===== src/pkg/mon_pkg.sv =====
`default_nettype none
package mon_pkg;
    // Register read addresses on the host port
    localparam logic [3:0] ADDR_CMD1 = 4'h0;
    localparam logic [3:0] ADDR_CMD2 = 4'h1;
    localparam logic [3:0] ADDR_MODE_DATA = 4'h2;
    localparam logic [3:0] ADDR_RX_FIFO = 4'h4;
    localparam logic [3:0] ADDR_MSG_TYPE = 4'h6;
    localparam logic [3:0] ADDR_BUS_A_WORD = 4'h9;
    localparam logic [3:0] ADDR_BUS_B_WORD = 4'hA;

    // Message-type values
    localparam logic [15:0] MT_RX = 16'h0001;
    localparam logic [15:0] MT_RX_BC = 16'h0080;
    localparam logic [15:0] MT_RTRT = 16'h0004;
    localparam logic [15:0] MT_RTRT_BC = 16'h0100;
    localparam logic [15:0] MT_TX = 16'h0402;
    localparam logic [15:0] MT_MC_LO = 16'h0410;
    localparam logic [15:0] MT_MC_BC = 16'h0400;
    localparam logic [15:0] MT_MC_TX_HI = 16'h2420;
    localparam logic [15:0] MT_MC_RX_HI = 16'h0040;
    localparam logic [15:0] MT_MC_RX_HI_BC = 16'h0800;

    // Command word fields
    localparam int TA_HI = 15;
    localparam int TA_LO = 11;
    localparam int TR_BIT = 10;
    localparam int SA_HI = 9;
    localparam int SA_LO = 5;
    localparam int MC_HI_BIT = 4;
    localparam int WC_HI = 4;
    localparam int MIRROR_LO = 5;
    localparam int MIRROR_HI = 13;
    localparam logic [4:0] BCAST_ADDR = 5'h1F;
    localparam logic [4:0] SA_MODE0 = 5'h00;
    localparam logic [4:0] SA_MODE1 = 5'h1F;

    // Word and receive store sizes
    localparam int WORD_W = 16;
    localparam int FIFO_AW = 5;
    localparam logic [FIFO_AW:0] FIFO_DEPTH = 6'h20;
    localparam logic [15:0] WORD_RESET = 16'h0000;

    // Broadcast mode value clears this long after the notification
    localparam int CLK_PERIOD_NS = 10;
    localparam int BCAST_CLR_NS = 550;
    localparam int BCAST_CLR_CYC = (BCAST_CLR_NS + CLK_PERIOD_NS - 1) / CLK_PERIOD_NS;
    localparam logic [5:0] BCAST_CLR_LOAD = 6'(BCAST_CLR_CYC - 1);

    // Capture sequencer, Gray along idle -> pair wait -> capture
    typedef enum logic [1:0] {
        ST_IDLE = 2'b00,
        ST_CMD2 = 2'b01,
        ST_CAPT = 2'b11
    } seq_t;
endpackage
`default_nettype wire


===== src/rtl/cmd_type_decoder.sv =====
`timescale 1ns/1ps
`default_nettype none
module cmd_type_decoder (
    input wire logic [15:0] cmdWord, // First command word
    input wire logic rtRtPair, // Second command with transmit bit followed
    output logic [15:0] msgType, // Message-type value
    output logic [5:0] dataCnt, // Data words expected
    output logic [1:0] statusCnt, // Status words expected
    output logic holdForPair, // Receive command, wait for next word
    output logic modeRx, // Data word goes to mode data register
    output logic timedClr // Broadcast value is cleared later
);
    logic bcast;
    logic tx;
    logic isMode;
    logic mcHi;
    logic [15:0] raw;

    // Field split of the command word
    assign bcast = cmdWord[mon_pkg::TA_HI:mon_pkg::TA_LO] == mon_pkg::BCAST_ADDR;
    assign tx = cmdWord[mon_pkg::TR_BIT];
    assign isMode = cmdWord[mon_pkg::SA_HI:mon_pkg::SA_LO] == mon_pkg::SA_MODE0
        || cmdWord[mon_pkg::SA_HI:mon_pkg::SA_LO] == mon_pkg::SA_MODE1;
    assign mcHi = cmdWord[mon_pkg::MC_HI_BIT];

    // Type table; broadcast transmit non-mode is not legal, keep bit 10 only
    always_comb begin
        raw = mon_pkg::MT_MC_BC;
        timedClr = 1'b0;
        if (rtRtPair) begin
            raw = bcast ? mon_pkg::MT_RTRT_BC : mon_pkg::MT_RTRT;
        end else if (!isMode) begin
            if (tx) begin
                raw = bcast ? mon_pkg::MT_MC_BC : mon_pkg::MT_TX;
            end else begin
                raw = bcast ? mon_pkg::MT_RX_BC : mon_pkg::MT_RX;
            end
        end else if (!mcHi) begin
            raw = bcast ? mon_pkg::MT_MC_BC : mon_pkg::MT_MC_LO;
            timedClr = bcast && tx;
        end else if (tx) begin
            raw = bcast ? mon_pkg::MT_MC_BC : mon_pkg::MT_MC_TX_HI;
            timedClr = bcast;
        end else begin
            raw = bcast ? mon_pkg::MT_MC_RX_HI_BC : mon_pkg::MT_MC_RX_HI;
        end
    end

    // Bits 5 and 13 always read alike
    always_comb begin
        msgType = raw;
        msgType[mon_pkg::MIRROR_LO] = raw[mon_pkg::MIRROR_LO] | raw[mon_pkg::MIRROR_HI];
        msgType[mon_pkg::MIRROR_HI] = raw[mon_pkg::MIRROR_LO] | raw[mon_pkg::MIRROR_HI];
    end

    // Word counts: a zero count field means 32 words
    assign dataCnt = isMode ? {5'h00, mcHi}
        : {cmdWord[mon_pkg::WC_HI:0] == 5'h00, cmdWord[mon_pkg::WC_HI:0]};
    assign statusCnt = bcast ? {1'b0, rtRtPair} : (rtRtPair ? 2'h2 : 2'h1);
    assign holdForPair = !isMode && !tx && !rtRtPair;
    assign modeRx = isMode && mcHi && !tx;
endmodule
`default_nettype wire


===== src/rtl/rx_word_mem.sv =====
`timescale 1ns/1ps
`default_nettype none
module rx_word_mem (
    input wire logic clk, // System clock
    input wire logic wrEn, // Write strobe
    input wire logic [4:0] wrAddr, // Write address
    input wire logic [15:0] wrData, // Write data
    input wire logic [4:0] rdAddr, // Read address
    output logic [15:0] rdData // Registered read data
);
    logic [15:0] mem [0:31]; // Word store, no reset needed

    // Write port and registered read port
    always_ff @(posedge clk) begin
        if (wrEn) begin
            mem[wrAddr] <= wrData;
        end
        rdData <= mem[rdAddr];
    end
endmodule
`default_nettype wire


===== src/rtl/mil1553_monitor_command_decoder.sv =====
`timescale 1ns/1ps
`default_nettype none
module mil1553_monitor_command_decoder (
    input wire logic clk, // System clock, 100 MHz
    input wire logic rst_n, // Asynchronous reset, active low
    input wire logic wordValidA, // Bus A decoder word strobe
    input wire logic [15:0] wordA, // Bus A word
    input wire logic cmdSyncA, // Bus A word had command sync
    input wire logic wordErrA, // Bus A word failed checks
    input wire logic wordValidB, // Bus B decoder word strobe
    input wire logic [15:0] wordB, // Bus B word
    input wire logic cmdSyncB, // Bus B word had command sync
    input wire logic wordErrB, // Bus B word failed checks
    input wire logic terminal_mode_select, // Mode select pin
    input wire logic controller_mode_select, // Mode select pin
    input wire logic [4:0] own_terminal_address, // Wired terminal address
    input wire logic hostCs_n, // Host chip select, low active
    input wire logic hostStrobe_n, // Host strobe, low active
    input wire logic hostRead, // High for read
    input wire logic [3:0] hostAddr, // Host register address
    output logic [15:0] hostDataOut, // Read data
    output logic hostDataOe, // Drive enable of data pins
    output logic valid_command_notify, // Valid command seen
    output logic bus_a_command_notify, // Valid command came on bus A
    output logic bus_b_command_notify, // Valid command came on bus B
    output logic capture_flag_n, // Low while a message is captured
    output logic rx_fifo_empty, // High when no stored word
    output logic monitor_only_mode, // Monitor without address active
    output logic busDriveAllow, // Transmitters may be enabled
    output logic rtCommandReq // Command for own address, pulse
);
    // State of the block apart from the reset pipe and the word store
    typedef struct packed {
        logic [1:0] modeS1; // Mode pins, first stage
        logic [1:0] modeS2; // Mode pins, second stage
        logic [4:0] rtaS1; // Address pins, first stage
        logic [4:0] rtaS2; // Address pins, second stage
        logic [6:0] hostS1; // Host control, first stage
        logic [6:0] hostS2; // Host control, second stage
        logic rdActPrev; // Read strobe seen last cycle
        logic [3:0] rdAddrHeld; // Address of the running read
        mon_pkg::seq_t state; // Capture sequencer
        logic onB; // Message runs on bus B
        logic [15:0] cmd1; // First command word
        logic [15:0] cmd2; // Second command word
        logic [15:0] modeData; // Received mode data
        logic [15:0] msgType; // Message type
        logic [15:0] busAWord; // Last good word on A
        logic [15:0] busBWord; // Last good word on B
        logic [5:0] wordsLeft; // Data words still due
        logic [1:0] statusLeft; // Status words still due
        logic modeRx; // Next data word is mode data
        logic clrArm; // Timed clear pending
        logic [5:0] clrCnt; // Cycles to timed clear
        logic notify; // Valid command notice
        logic notifyA; // Notice, bus A
        logic notifyB; // Notice, bus B
        logic flagN; // Capture flag, low active
        logic monOnly; // Monitor-only mode
        logic driveAllow; // Bus drive permitted
        logic rtReq; // Own-address command pulse
        logic [15:0] dataOut; // Host read data
        logic dataOe; // Host data drive
        logic [5:0] wrPtr; // Store write pointer
        logic [5:0] rdPtr; // Store read pointer
        logic empty; // Store empty flag
    } state_t;

    state_t r; // Registered state
    state_t n; // Next state
    logic [1:0] rstPipe; // Reset release synchroniser
    logic rstSync; // Released reset, low active

    logic okA; // Good word on A
    logic okB; // Good word on B
    logic selB; // Word source for the sequencer
    logic inOk; // Good word on the followed bus
    logic [15:0] inWord; // That word
    logic inCmd; // That word had command sync
    logic captureOn; // One of the monitor modes
    logic monAssigned; // Monitor with own address
    logic newCmd; // A message starts now
    logic commit; // Message type is settled now
    logic [15:0] decWord; // Word fed to the decoder
    logic decPair; // Paired transfer seen
    logic [15:0] decMsg; // Decoded type
    logic [5:0] decCnt; // Decoded data count
    logic [1:0] decStat; // Decoded status count
    logic decHold; // Receive command, may pair
    logic decModeRx; // Mode data follows
    logic decClr; // Timed clear needed
    logic pushEn; // Store write
    logic full; // Store full
    logic pop; // Store read done
    logic rdAct; // Host read strobe active
    logic [15:0] memRdData; // Head word of the store
    logic [15:0] readMux; // Register selected by address

    // Reset release through two flops, assertion stays asynchronous
    always_ff @(posedge clk or negedge rst_n) begin
        if (!rst_n) begin
            rstPipe <= 2'b00;
        end else begin
            rstPipe <= {rstPipe[0], 1'b1};
        end
    end
    assign rstSync = rstPipe[1];

    // Type lookup for the command under decode
    cmd_type_decoder u_dec (
        .cmdWord(decWord),
        .rtRtPair(decPair),
        .msgType(decMsg),
        .dataCnt(decCnt),
        .statusCnt(decStat),
        .holdForPair(decHold),
        .modeRx(decModeRx),
        .timedClr(decClr)
    );

    // Captured data and status words
    rx_word_mem u_mem (
        .clk(clk),
        .wrEn(pushEn),
        .wrAddr(r.wrPtr[4:0]),
        .wrData(inWord),
        .rdAddr(r.rdPtr[4:0]),
        .rdData(memRdData)
    );

    // Word selection from the two decoders
    always_comb begin
        okA = wordValidA && !wordErrA;
        okB = wordValidB && !wordErrB;
        // Idle follows whichever bus speaks, A wins a tie
        selB = (r.state == mon_pkg::ST_IDLE) ? (!okA && okB) : r.onB;
        inOk = selB ? okB : okA;
        inWord = selB ? wordB : wordA;
        inCmd = selB ? cmdSyncB : cmdSyncA;
        monAssigned = r.modeS2 == 2'b00;
        captureOn = r.monOnly || monAssigned;
        // A command after all status words starts a new message
        newCmd = captureOn && inOk && inCmd
            && (r.state == mon_pkg::ST_IDLE
            || (r.state == mon_pkg::ST_CAPT && r.statusLeft == 2'h0));
        decWord = (r.state == mon_pkg::ST_CMD2) ? r.cmd1 : inWord;
        decPair = r.state == mon_pkg::ST_CMD2 && inCmd && inWord[mon_pkg::TR_BIT];
    end

    // Host register read selection
    always_comb begin
        case (r.hostS2[3:0])
            mon_pkg::ADDR_CMD1: readMux = r.cmd1;
            mon_pkg::ADDR_CMD2: readMux = r.cmd2;
            mon_pkg::ADDR_MODE_DATA: readMux = r.modeData;
            mon_pkg::ADDR_RX_FIFO: readMux = memRdData;
            mon_pkg::ADDR_MSG_TYPE: readMux = r.msgType;
            mon_pkg::ADDR_BUS_A_WORD: readMux = r.busAWord;
            mon_pkg::ADDR_BUS_B_WORD: readMux = r.busBWord;
            default: readMux = mon_pkg::WORD_RESET;
        endcase
    end

    // Next-state logic for the whole block
    always_comb begin
        n = r;
        commit = 1'b0;
        pushEn = 1'b0;
        pop = 1'b0;
        n.rtReq = 1'b0;

        // Pins from outside pass two flops before use
        n.modeS1 = {terminal_mode_select, controller_mode_select};
        n.modeS2 = r.modeS1;
        n.rtaS1 = own_terminal_address;
        n.rtaS2 = r.rtaS1;
        n.hostS1 = {hostCs_n, hostStrobe_n, hostRead, hostAddr};
        n.hostS2 = r.hostS1;

        // Mode: monitor-only keeps the transmitters off while its pins are set
        n.monOnly = r.modeS2 == 2'b11;
        n.driveAllow = monAssigned;

        // Last good word per bus, whatever the sequencer does
        if (okA) begin
            n.busAWord = wordA;
        end
        if (okB) begin
            n.busBWord = wordB;
        end

        // Timed clear of the broadcast mode value
        if (r.clrArm) begin
            if (r.clrCnt == 6'h00) begin
                n.msgType = mon_pkg::WORD_RESET;
                n.clrArm = 1'b0;
            end else begin
                n.clrCnt = r.clrCnt - 6'h01;
            end
        end

        // Capture sequencer
        case (r.state)
            mon_pkg::ST_IDLE, mon_pkg::ST_CAPT: begin
                if (newCmd) begin
                    n.cmd1 = inWord;
                    n.onB = selB;
                    n.flagN = 1'b0;
                    n.notify = 1'b0;
                    n.notifyA = 1'b0;
                    n.notifyB = 1'b0;
                    // Own address goes to the terminal logic as well
                    n.rtReq = monAssigned
                        && inWord[mon_pkg::TA_HI:mon_pkg::TA_LO] == r.rtaS2;
                    if (decHold) begin
                        // Receive command: next word tells pair from data
                        n.state = mon_pkg::ST_CMD2;
                    end else begin
                        commit = 1'b1;
                    end
                end else if (r.state == mon_pkg::ST_CAPT) begin
                    if (inOk && inCmd && r.statusLeft != 2'h0) begin
                        pushEn = 1'b1;
                        n.statusLeft = r.statusLeft - 2'h1;
                    end else if (inOk && !inCmd && r.wordsLeft != 6'h00) begin
                        if (r.modeRx) begin
                            n.modeData = inWord;
                        end else begin
                            pushEn = 1'b1;
                        end
                        n.wordsLeft = r.wordsLeft - 6'h01;
                    end else if (r.wordsLeft == 6'h00 && r.statusLeft == 2'h0) begin
                        // Message complete, drop the notices
                        n.state = mon_pkg::ST_IDLE;
                        n.notify = 1'b0;
                        n.notifyA = 1'b0;
                        n.notifyB = 1'b0;
                        n.flagN = 1'b1;
                    end
                end
            end
            mon_pkg::ST_CMD2: begin
                if (inOk) begin
                    commit = 1'b1;
                    if (decPair) begin
                        n.cmd2 = inWord;
                    end else if (!inCmd) begin
                        pushEn = 1'b1;
                    end
                end
            end
            default: begin
                n.state = mon_pkg::ST_IDLE;
            end
        endcase

        // Type settled: load it and raise the notices
        if (commit) begin
            n.msgType = decMsg;
            n.notify = 1'b1;
            n.notifyA = !n.onB;
            n.notifyB = n.onB;
            n.clrArm = decClr;
            n.clrCnt = mon_pkg::BCAST_CLR_LOAD;
            n.modeRx = decModeRx;
            n.statusLeft = decStat;
            // A data word taken during the pair check counts already
            n.wordsLeft = (r.state == mon_pkg::ST_CMD2 && !decPair && !inCmd)
                ? decCnt - 6'h01 : decCnt;
            n.state = mon_pkg::ST_CAPT;
        end

        // Store: words beyond its depth are dropped
        full = (r.wrPtr - r.rdPtr) == mon_pkg::FIFO_DEPTH;
        pushEn = pushEn && !full;

        // Host read: drive while strobed, pop the store at strobe end
        rdAct = !r.hostS2[6] && !r.hostS2[5] && r.hostS2[4];
        n.rdActPrev = rdAct;
        n.dataOe = rdAct;
        n.dataOut = rdAct ? readMux : mon_pkg::WORD_RESET;
        if (rdAct) begin
            n.rdAddrHeld = r.hostS2[3:0];
        end
        pop = r.rdActPrev && !rdAct && r.rdAddrHeld == mon_pkg::ADDR_RX_FIFO && !r.empty;

        n.wrPtr = r.wrPtr + {5'h00, pushEn};
        n.rdPtr = r.rdPtr + {5'h00, pop};
        n.empty = n.wrPtr == n.rdPtr;
    end

    // State register; reset gives idle, flag high, store empty, mode pin stages at monitor-only
    always_ff @(posedge clk or negedge rstSync) begin
        if (!rstSync) begin
            r <= '0;
            r.flagN <= 1'b1;
            r.empty <= 1'b1;
            {r.modeS1, r.modeS2} <= 4'hF;
        end else begin
            r <= n;
        end
    end

    // Outputs straight from the state register
    assign hostDataOut = r.dataOut;
    assign hostDataOe = r.dataOe;
    assign valid_command_notify = r.notify;
    assign bus_a_command_notify = r.notifyA;
    assign bus_b_command_notify = r.notifyB;
    assign capture_flag_n = r.flagN;
    assign rx_fifo_empty = r.empty;
    assign monitor_only_mode = r.monOnly;
    assign busDriveAllow = r.driveAllow;
    assign rtCommandReq = r.rtReq;
endmodule
`default_nettype wire


===== config.mk =====
export PLATFORM = sky130hd
export DESIGN_NAME = mil1553_monitor_command_decoder
export DESIGN_NICKNAME = d
export VERILOG_FILES = /design/src/pkg/mon_pkg.sv /design/src/rtl/cmd_type_decoder.sv /design/src/rtl/rx_word_mem.sv /design/src/rtl/mil1553_monitor_command_decoder.sv
export SDC_FILE = /design/constraint.sdc
export NUM_CORES = 1
export LEC_CHECK = 0
export ABC_CLOCK_PERIOD_IN_PS = 6200
export BUFFER_PORTS_ARGS = -buffer_cell sky130_fd_sc_hd__buf_2
export CAP_MARGIN = 20
export CORE_UTILIZATION = 50
export DETAILED_ROUTE_END_ITERATION = 8
export PLACE_DENSITY = 0.75
export SLEW_MARGIN = 15
export SYNTH_ARGS = -nofsm -noshare
export SYNTH_HDL_FRONTEND = slang
export SYNTH_SLANG_ARGS = --single-unit

===== constraint.sdc =====
create_clock -name clk -period 6.2 [get_ports clk]
set_input_delay 0.62 -clock clk [delete_from_list [all_inputs] [get_ports clk]]
set_output_delay 0.62 -clock clk [all_outputs]
set_load 0.1 [all_outputs]

== Word-level counts from Yosys, hierarchy flattened ==
Memories as Yosys holds them, arrays and structs flattened. A register that Yosys moved wholly into a read port is not among the register bits.
Cells that the tools add are included.

* Bits of input ports: 54
* Output and inout bits: 25
* Logic and storage cells: 219
* Memories: 1
* Memory bits (writable): 512
* Register bits after elaboration: 186

{| class="wikitable"
|+ Memories
! name !! words !! bits a word !! rd ports !! clocked after Yosys merged registers in !! write ports !! line !! RTL
|-
| u_mem.mem || 32 || 16 || 1 || 1 || 1 || rx_word_mem.sv:11 || <nowiki>logic [15:0] mem [0:31];</nowiki>
|}

* Equal/unequal tests: 28
* Add/subtract/negate cells: 7
* Reduce and logical (&&, ||, !) cells: 75
* Bitwise logic cells: 3
* Mux-type cells: 72

{| class="wikitable"
|+ Operator list
! operator !! number
|-
| 16-bit two-way mux || 11
|-
| 16-bit one-hot mux with 7 select lines || 1
|-
| 17-bit two-way mux || 2
|-
| 8-bit two-way mux || 4
|-
| 6-bit two-way mux || 5
|-
| 1-bit logical AND || 28
|-
| 4-bit two-way mux || 6
|-
| 1-bit two-way mux || 23
|-
| 2-bit two-way mux || 11
|-
| 4-bit != test (second input constant) || 5
|-
| 19-bit two-way mux || 1
|-
| 2-bit nonzero test || 9
|-
| 6-bit by 1-bit subtractor with 6-bit output (second input constant) || 3
|-
| 5-bit AND reduction || 3
|-
| 14-bit two-way mux || 1
|-
| 1-bit zero test || 13
|-
| 6-bit by 1-bit adder with 6-bit output || 2
|-
| 4-bit by 3-bit == test with 1-bit output (second input constant) || 3
|-
| 6-bit zero test || 2
|-
| 12-bit two-way mux || 1
|-
| 6-bit AND reduction || 2
|-
| 5-bit == test (second input constant) || 2
|-
| 5-bit zero test || 2
|-
| 2-bit != test (second input constant) || 5
|-
| other kinds (28) || 40
|}

== Depth between registers and ports, before layout ==
* Depth after elaboration: 17
* Gate-level depth with buffers: 18

== Cells and area by module ==
A second synthesis with hierarchy kept.

* Cells, all modules: 2014
* Area, all modules: 29478.3 sq um

{| class="wikitable"
|+ Modules (own cells, without submodules)
! module !! seq. area each (sq um) !! area each (sq um) !! cells an instance !! times used
|-
| rx_word_mem || 15695.1 || 20534.7 || 1143 || 1
|-
| mil1553_monitor_command_decoder || 4662.0 || 8605.8 || 831 || 1
|-
| cmd_type_decoder || 0.0 || 337.8 || 40 || 1
|}

== Worst setup path before layout ==
Ideal clock, no wire load.

* Path kind: flip-flop to flip-flop
* Start point: register r[2] (netlist bit)
* End point: memory u_mem.mem[29][0] (enable)
* Clock period less this slack: 3.983 ns
* Arrival: 3.595 ns
* Path buffers: 3
* Stages on the path, launching flop included: 13
* Setup slack: 2.217 ns
* Required time: 5.812 ns
* Cells stage by stage: dfrtp_1 > clkbuf_1 > clkbuf_1 > clkbuf_1 > inv_1 > ha_1 > a21o_1 > a21o_1 > a21oi_1 > mux2i_1 > a211oi_2 > nand3_1 > nor2_1

* Longest elaborated chain between the ends: 6

{| class="wikitable"
|+ Ends and longest elaborated chain
! item !! line !! RTL
|-
| start: declaration || mil1553_monitor_command_decoder.sv:69 || <nowiki>state_t r;</nowiki>
|-
| start signal: assignment || mil1553_monitor_command_decoder.sv:300 || <nowiki>r <= n;</nowiki>
|-
| 6-bit subtractor || mil1553_monitor_command_decoder.sv:274 || <nowiki>full = (r.wrPtr - r.rdPtr) == mon_pkg::FIFO_DEPTH;</nowiki>
|-
| 6-bit == test || mil1553_monitor_command_decoder.sv:274 ||
|-
| 1-bit zero test || mil1553_monitor_command_decoder.sv:275 || <nowiki>pushEn = pushEn && !full;</nowiki>
|-
| 1-bit logical AND || mil1553_monitor_command_decoder.sv:275 ||
|-
| 1-bit two-way mux || rx_word_mem.sv:15 || <nowiki>if (wrEn) begin</nowiki>
|-
| 1-bit two-way mux (not written as such) || rx_word_mem.sv:16 || <nowiki>mem[wrAddr] <= wrData;</nowiki>
|-
| end: declaration || rx_word_mem.sv:11 ||
|}

Every way passes these cells.

== Worst setup path in the final report ==
* Start point: register r[150] (netlist bit)
* End point: register r[51] (netlist bit)

* Elaborated cells on any way between the ends: 45
* Those cells by class: add/sub: 1; eq/ne: 5; mux: 12; reduce/logical: 27

{| class="wikitable"
|+ RTL lines
! item !! line !! RTL
|-
| 2-bit zero test * || mil1553_monitor_command_decoder.sv:136 || <nowiki>selB = (r.state == mon_pkg::ST_IDLE) ? (!okA && okB) : r.onB;</nowiki>
|-
| 1-bit two-way mux * || mil1553_monitor_command_decoder.sv:136 ||
|-
| 16-bit two-way mux * || mil1553_monitor_command_decoder.sv:138 || <nowiki>inWord = selB ? wordB : wordA;</nowiki>
|-
| net inWord[4] || mil1553_monitor_command_decoder.sv:78 || <nowiki>logic [15:0] inWord;</nowiki>
|-
| 16-bit two-way mux * || mil1553_monitor_command_decoder.sv:146 || <nowiki>decWord = (r.state == mon_pkg::ST_CMD2) ? r.cmd1 : inWord;</nowiki>
|-
| 6-bit two-way mux * || cmd_type_decoder.sv:57 || <nowiki>assign dataCnt = isMode ? {5'h00, mcHi}</nowiki>
|-
| 6-bit by 1-bit subtractor with 6-bit output || mil1553_monitor_command_decoder.sv:269 || <nowiki>? decCnt - 6'h01 : decCnt;</nowiki>
|-
| 6-bit two-way mux * || mil1553_monitor_command_decoder.sv:269 ||
|-
| 19-bit two-way mux * || mil1553_monitor_command_decoder.sv:258 || <nowiki>if (commit) begin</nowiki>
|}

Mark *: on every way through the listed nets, which the timed path passes. The rest lies on a longest branch.
A chain may end at the register's enable or synchronous reset.

==> flow_metrics.tcl <==
set metrics [dict create \
    place.gp.congestion 0.952 \
    syn-instance-count 1663 \
    area_growth_pct 13.9 \
    slew_headroom_pct 24.9 \
    async_reset_ff_share_pct 25.4 \
    via_per_inst 6.05 \
    start_kind "register" \
    cp.required_ps 6670 \
    critical_path.slowest_cell "mux2i_1" \
    synth_top_cell_area_share_pct 54.3 \
    wl_per_cell_um 25.2 \
    grt_max_degree 101 \
    leakage_nw 11.6 \
    synth_top_area_cell "edfxtp_1" \
    final_cell_mix "edfxtp_1 (512), nand2_1 (219), dfrtp_1 (170)" \
    cts_tree "yes" \
    vdd_drop_max_mv 0.265 \
    ios 79 \
    final.period_utilization_pct 71.3 \
    clock-sinks 708 \
    synth.avg_cell_area_um2 17.0 \
    wl_met1_mm 26.7 \
    drc 0 \
    core-area_mm2 0.0555 \
    synth_flop_cell "edfxtp_1" \
    hold_path_startpoint "hostAddr[1]" \
    ant_nets 0 \
    die_w_um 240 \
    min_period_ps 4420 \
    critPathMaxFanout 33 \
    ys_top_cells_by_area "edfxtp_1 (54%), dfrtp_1 (15%), mux4_2 (12%), nand2_1 (2.9%), mux2i_1 (1.7%)" \
    cts-root-buf "clkbuf_16" \
    grt_util_all_layers_pct 23.6 \
    yosysWarnings 0 \
    synth_fp_nets 1736 \
    crit_start "r[150]$_DFFE_PN0P_" \
    end_kind "register" \
    synth-seq-cells 708 \
    critPathArrivalTime_ps 4900 \
    status "completed" \
    path_class "reg -> reg" \
    path_cells "inv_1 -> ha_1 -> nor2b_2 -> a31oi_4 -> buf_4 -> mux2i_1 -> inv_1 -> mux2i_1 -> mux2_2 -> ha_1 -> nand3_1 -> nor4_1 -> o21ai_0 -> nand2_1 -> mux2i_1" \
    ys_types 69 \
    grt_pass1_wl_mm 99.3 \
    htreeDepth 3 \
    wl_met2_mm 31.2 \
    diodes 0 \
    min_path_type "in -> reg" \
    met3_length_mm 5.39 \
    cpPeakStageDelay_ps 690 \
    dp_hpwl_mm 40.3 \
    crit_buf_inv 3 \
    synth_seq_area_share_pct 71.4 \
    dr.max_layer_used "met4" \
    maxSlewViolCount 0 \
    antenna_found_initial 1 \
    io_buffers 78 \
    p_per_area_mw_per_mm2 403 \
    initial_core_util_pct 51.0 \
    firstDrtPassIters 6 \
    vias 15700 \
    drv_cap 0 \
    hold_violations 0 \
    fill_cells 4050 \
    cp_common_cell "mux2i_1" \
    synth_edf_count 512 \
    wirelength_mm 65.5 \
    post-cts-setup-buffers 0 \
    worstMarginPinSlew_ps 1120 \
    placed_cells 2455 \
    setup-tns-final_ps 0 \
    die_h_um 240 \
    path_delay_family "multiplexers" \
    grt_overflow_total 0 \
    setup_viol 0 \
    mostFrequentLayoutCell "edfxtp_1" \
    clk_pin_slew_worst_paths_ps 60 \
    r2r-start "r[150]$_DFFE_PN0P_" \
    fmax_mhz 226 \
    final_cell_count_no_fill 2595 \
    grt_pass1_vias 15600 \
    drive_above_1_share_pct 25.1 \
    clock_skew_ps 24.1 \
    clkLatencyLatePin_ps 630 \
    rsz0062_at_grt "no" \
    clock_path_buffers 3 \
    syn_area_mm2 0.0283 \
    drt-initial-drc-count 1697 \
    nets 1862 \
    numCtsBuffers 73 \
    fp-row-count 86 \
    dieArea_mm2 0.0576 \
]
## report_power, final
part	switching, mW	internal [mW]
Combinational	1.54	1.14
Clock	1.81	2.51
Sequential	0.344	5.64
## registers in the layout (all words and copies together) (netlist names)
| name | count |
|---|---|
| bus_b_command_notify | 1 |
| rx_fifo_empty | 1 |
| u_mem.rdData | 16 |
| hostDataOe | 1 |
| monitor_only_mode | 1 |
| rstPipe | 2 |
| n | 14 |
| valid_command_notify | 1 |
| u_mem.mem | 512 |
| capture_flag_n | 1 |
| r | 139 |
| busDriveAllow | 1 |
| rtCommandReq | 1 |
| hostDataOut | 16 |
| bus_a_command_notify | 1 |
## layout make-up
cell class / instances / area (um2) / area share (%)
repair buffers: 146 / 1030 / 3.21
clock buffers: 94 / 1970 / 6.10
clock inverters: 39 / 385 / 1.20
inverters: 38 / 143 / 0.442
multi-input cells: 822 / 7560 / 23.4
well taps: 748 / 936 / 2.90
flip-flops and latches: 708 / 20200 / 62.7
## synthesized netlist by cell type (all sizes together), types with 20 or more instances
master / number
o21ai: 50
nand2: 219
nor2: 67
mux4: 154
a31oi: 20
mux2i: 48
dfrtp: 174
buf: 42
a22oi: 37
clkbuf: 53
edfxtp: 512
inv: 37
a21oi: 26
## per-layer routing
metal,track usage [%],up-vias
met5,0,-
li1,-,6662
met3,3.93,123
met2,36.9,868
met4,9.09,0
met1,33.4,8058
## worst register-to-register path: cells and delay by family (launching register included)
kind,cells,cell delay (ps)
buffers and inverters,3,1020
AOI/OAI and AO/OA,2,300
DFF,1,410
adders and majority gates,2,510
muxes,4,1520
and+or+nand+nor,4,550
## cells by family (layout without fill, tap and decap cells)
group	count (synthesis)	in the layout	synth area share, %
other	1	1	0.0133
AND/OR/NAND/NOR	374	374	5.81
XOR/XNOR	33	33	1.02
adder cells (fa/ha/maj)	19	19	0.840
multiplexers	217	217	14.6
AO/OA/AOI/OAI	178	178	4.20
buffers and inverters	133	317	2.11
flip-flops	708	708	71.4
## per-stage QoR
stage | area (um2) | total power, mW | util (%) | hold WS, ps | setup slack, ps
3_3_place_gp | 29700 | 8.63 | 53.5 | 333 | 1800
6_report | 32200 | 13.0 | 58.1 | 107 | 1780
4_1_cts | 32100 | 13.1 | 57.9 | 66.5 | 1790
2_1_floorplan | 28300 | 7.91 | - | 324 | 823
3_5_place_dp | 29800 | 8.74 | 53.6 | 335 | 1610
5_1_grt | 32200 | 13.5 | 58.1 | 74.9 | 1390
## path summary, 6_finish.rpt
check                                       endpoint  slack (ps)  cells after the start
worst max-delay path               r[51]$_DFFE_PN0P_        1780                     15
worst min-delay path                n[158]$_DFF_PN0_         110                      1
worst max register to register     r[51]$_DFFE_PN0P_        1780                     15
worst min register to register      r[174]$_DFF_PN0_         340                      0
max in group asynchronous             r[2]$_DFF_PN0_        4250                      1
min in group asynchronous       rstPipe[1]$_DFF_PN0_         310                      2
## repair_timing
item                                   in CTS  in global routing
endpoints found under the hold margin       2                  0
gates resized for setup                     0                  0
hold buffers                                1                  0
No activity file was read; power rests on OpenSTA's default activity.
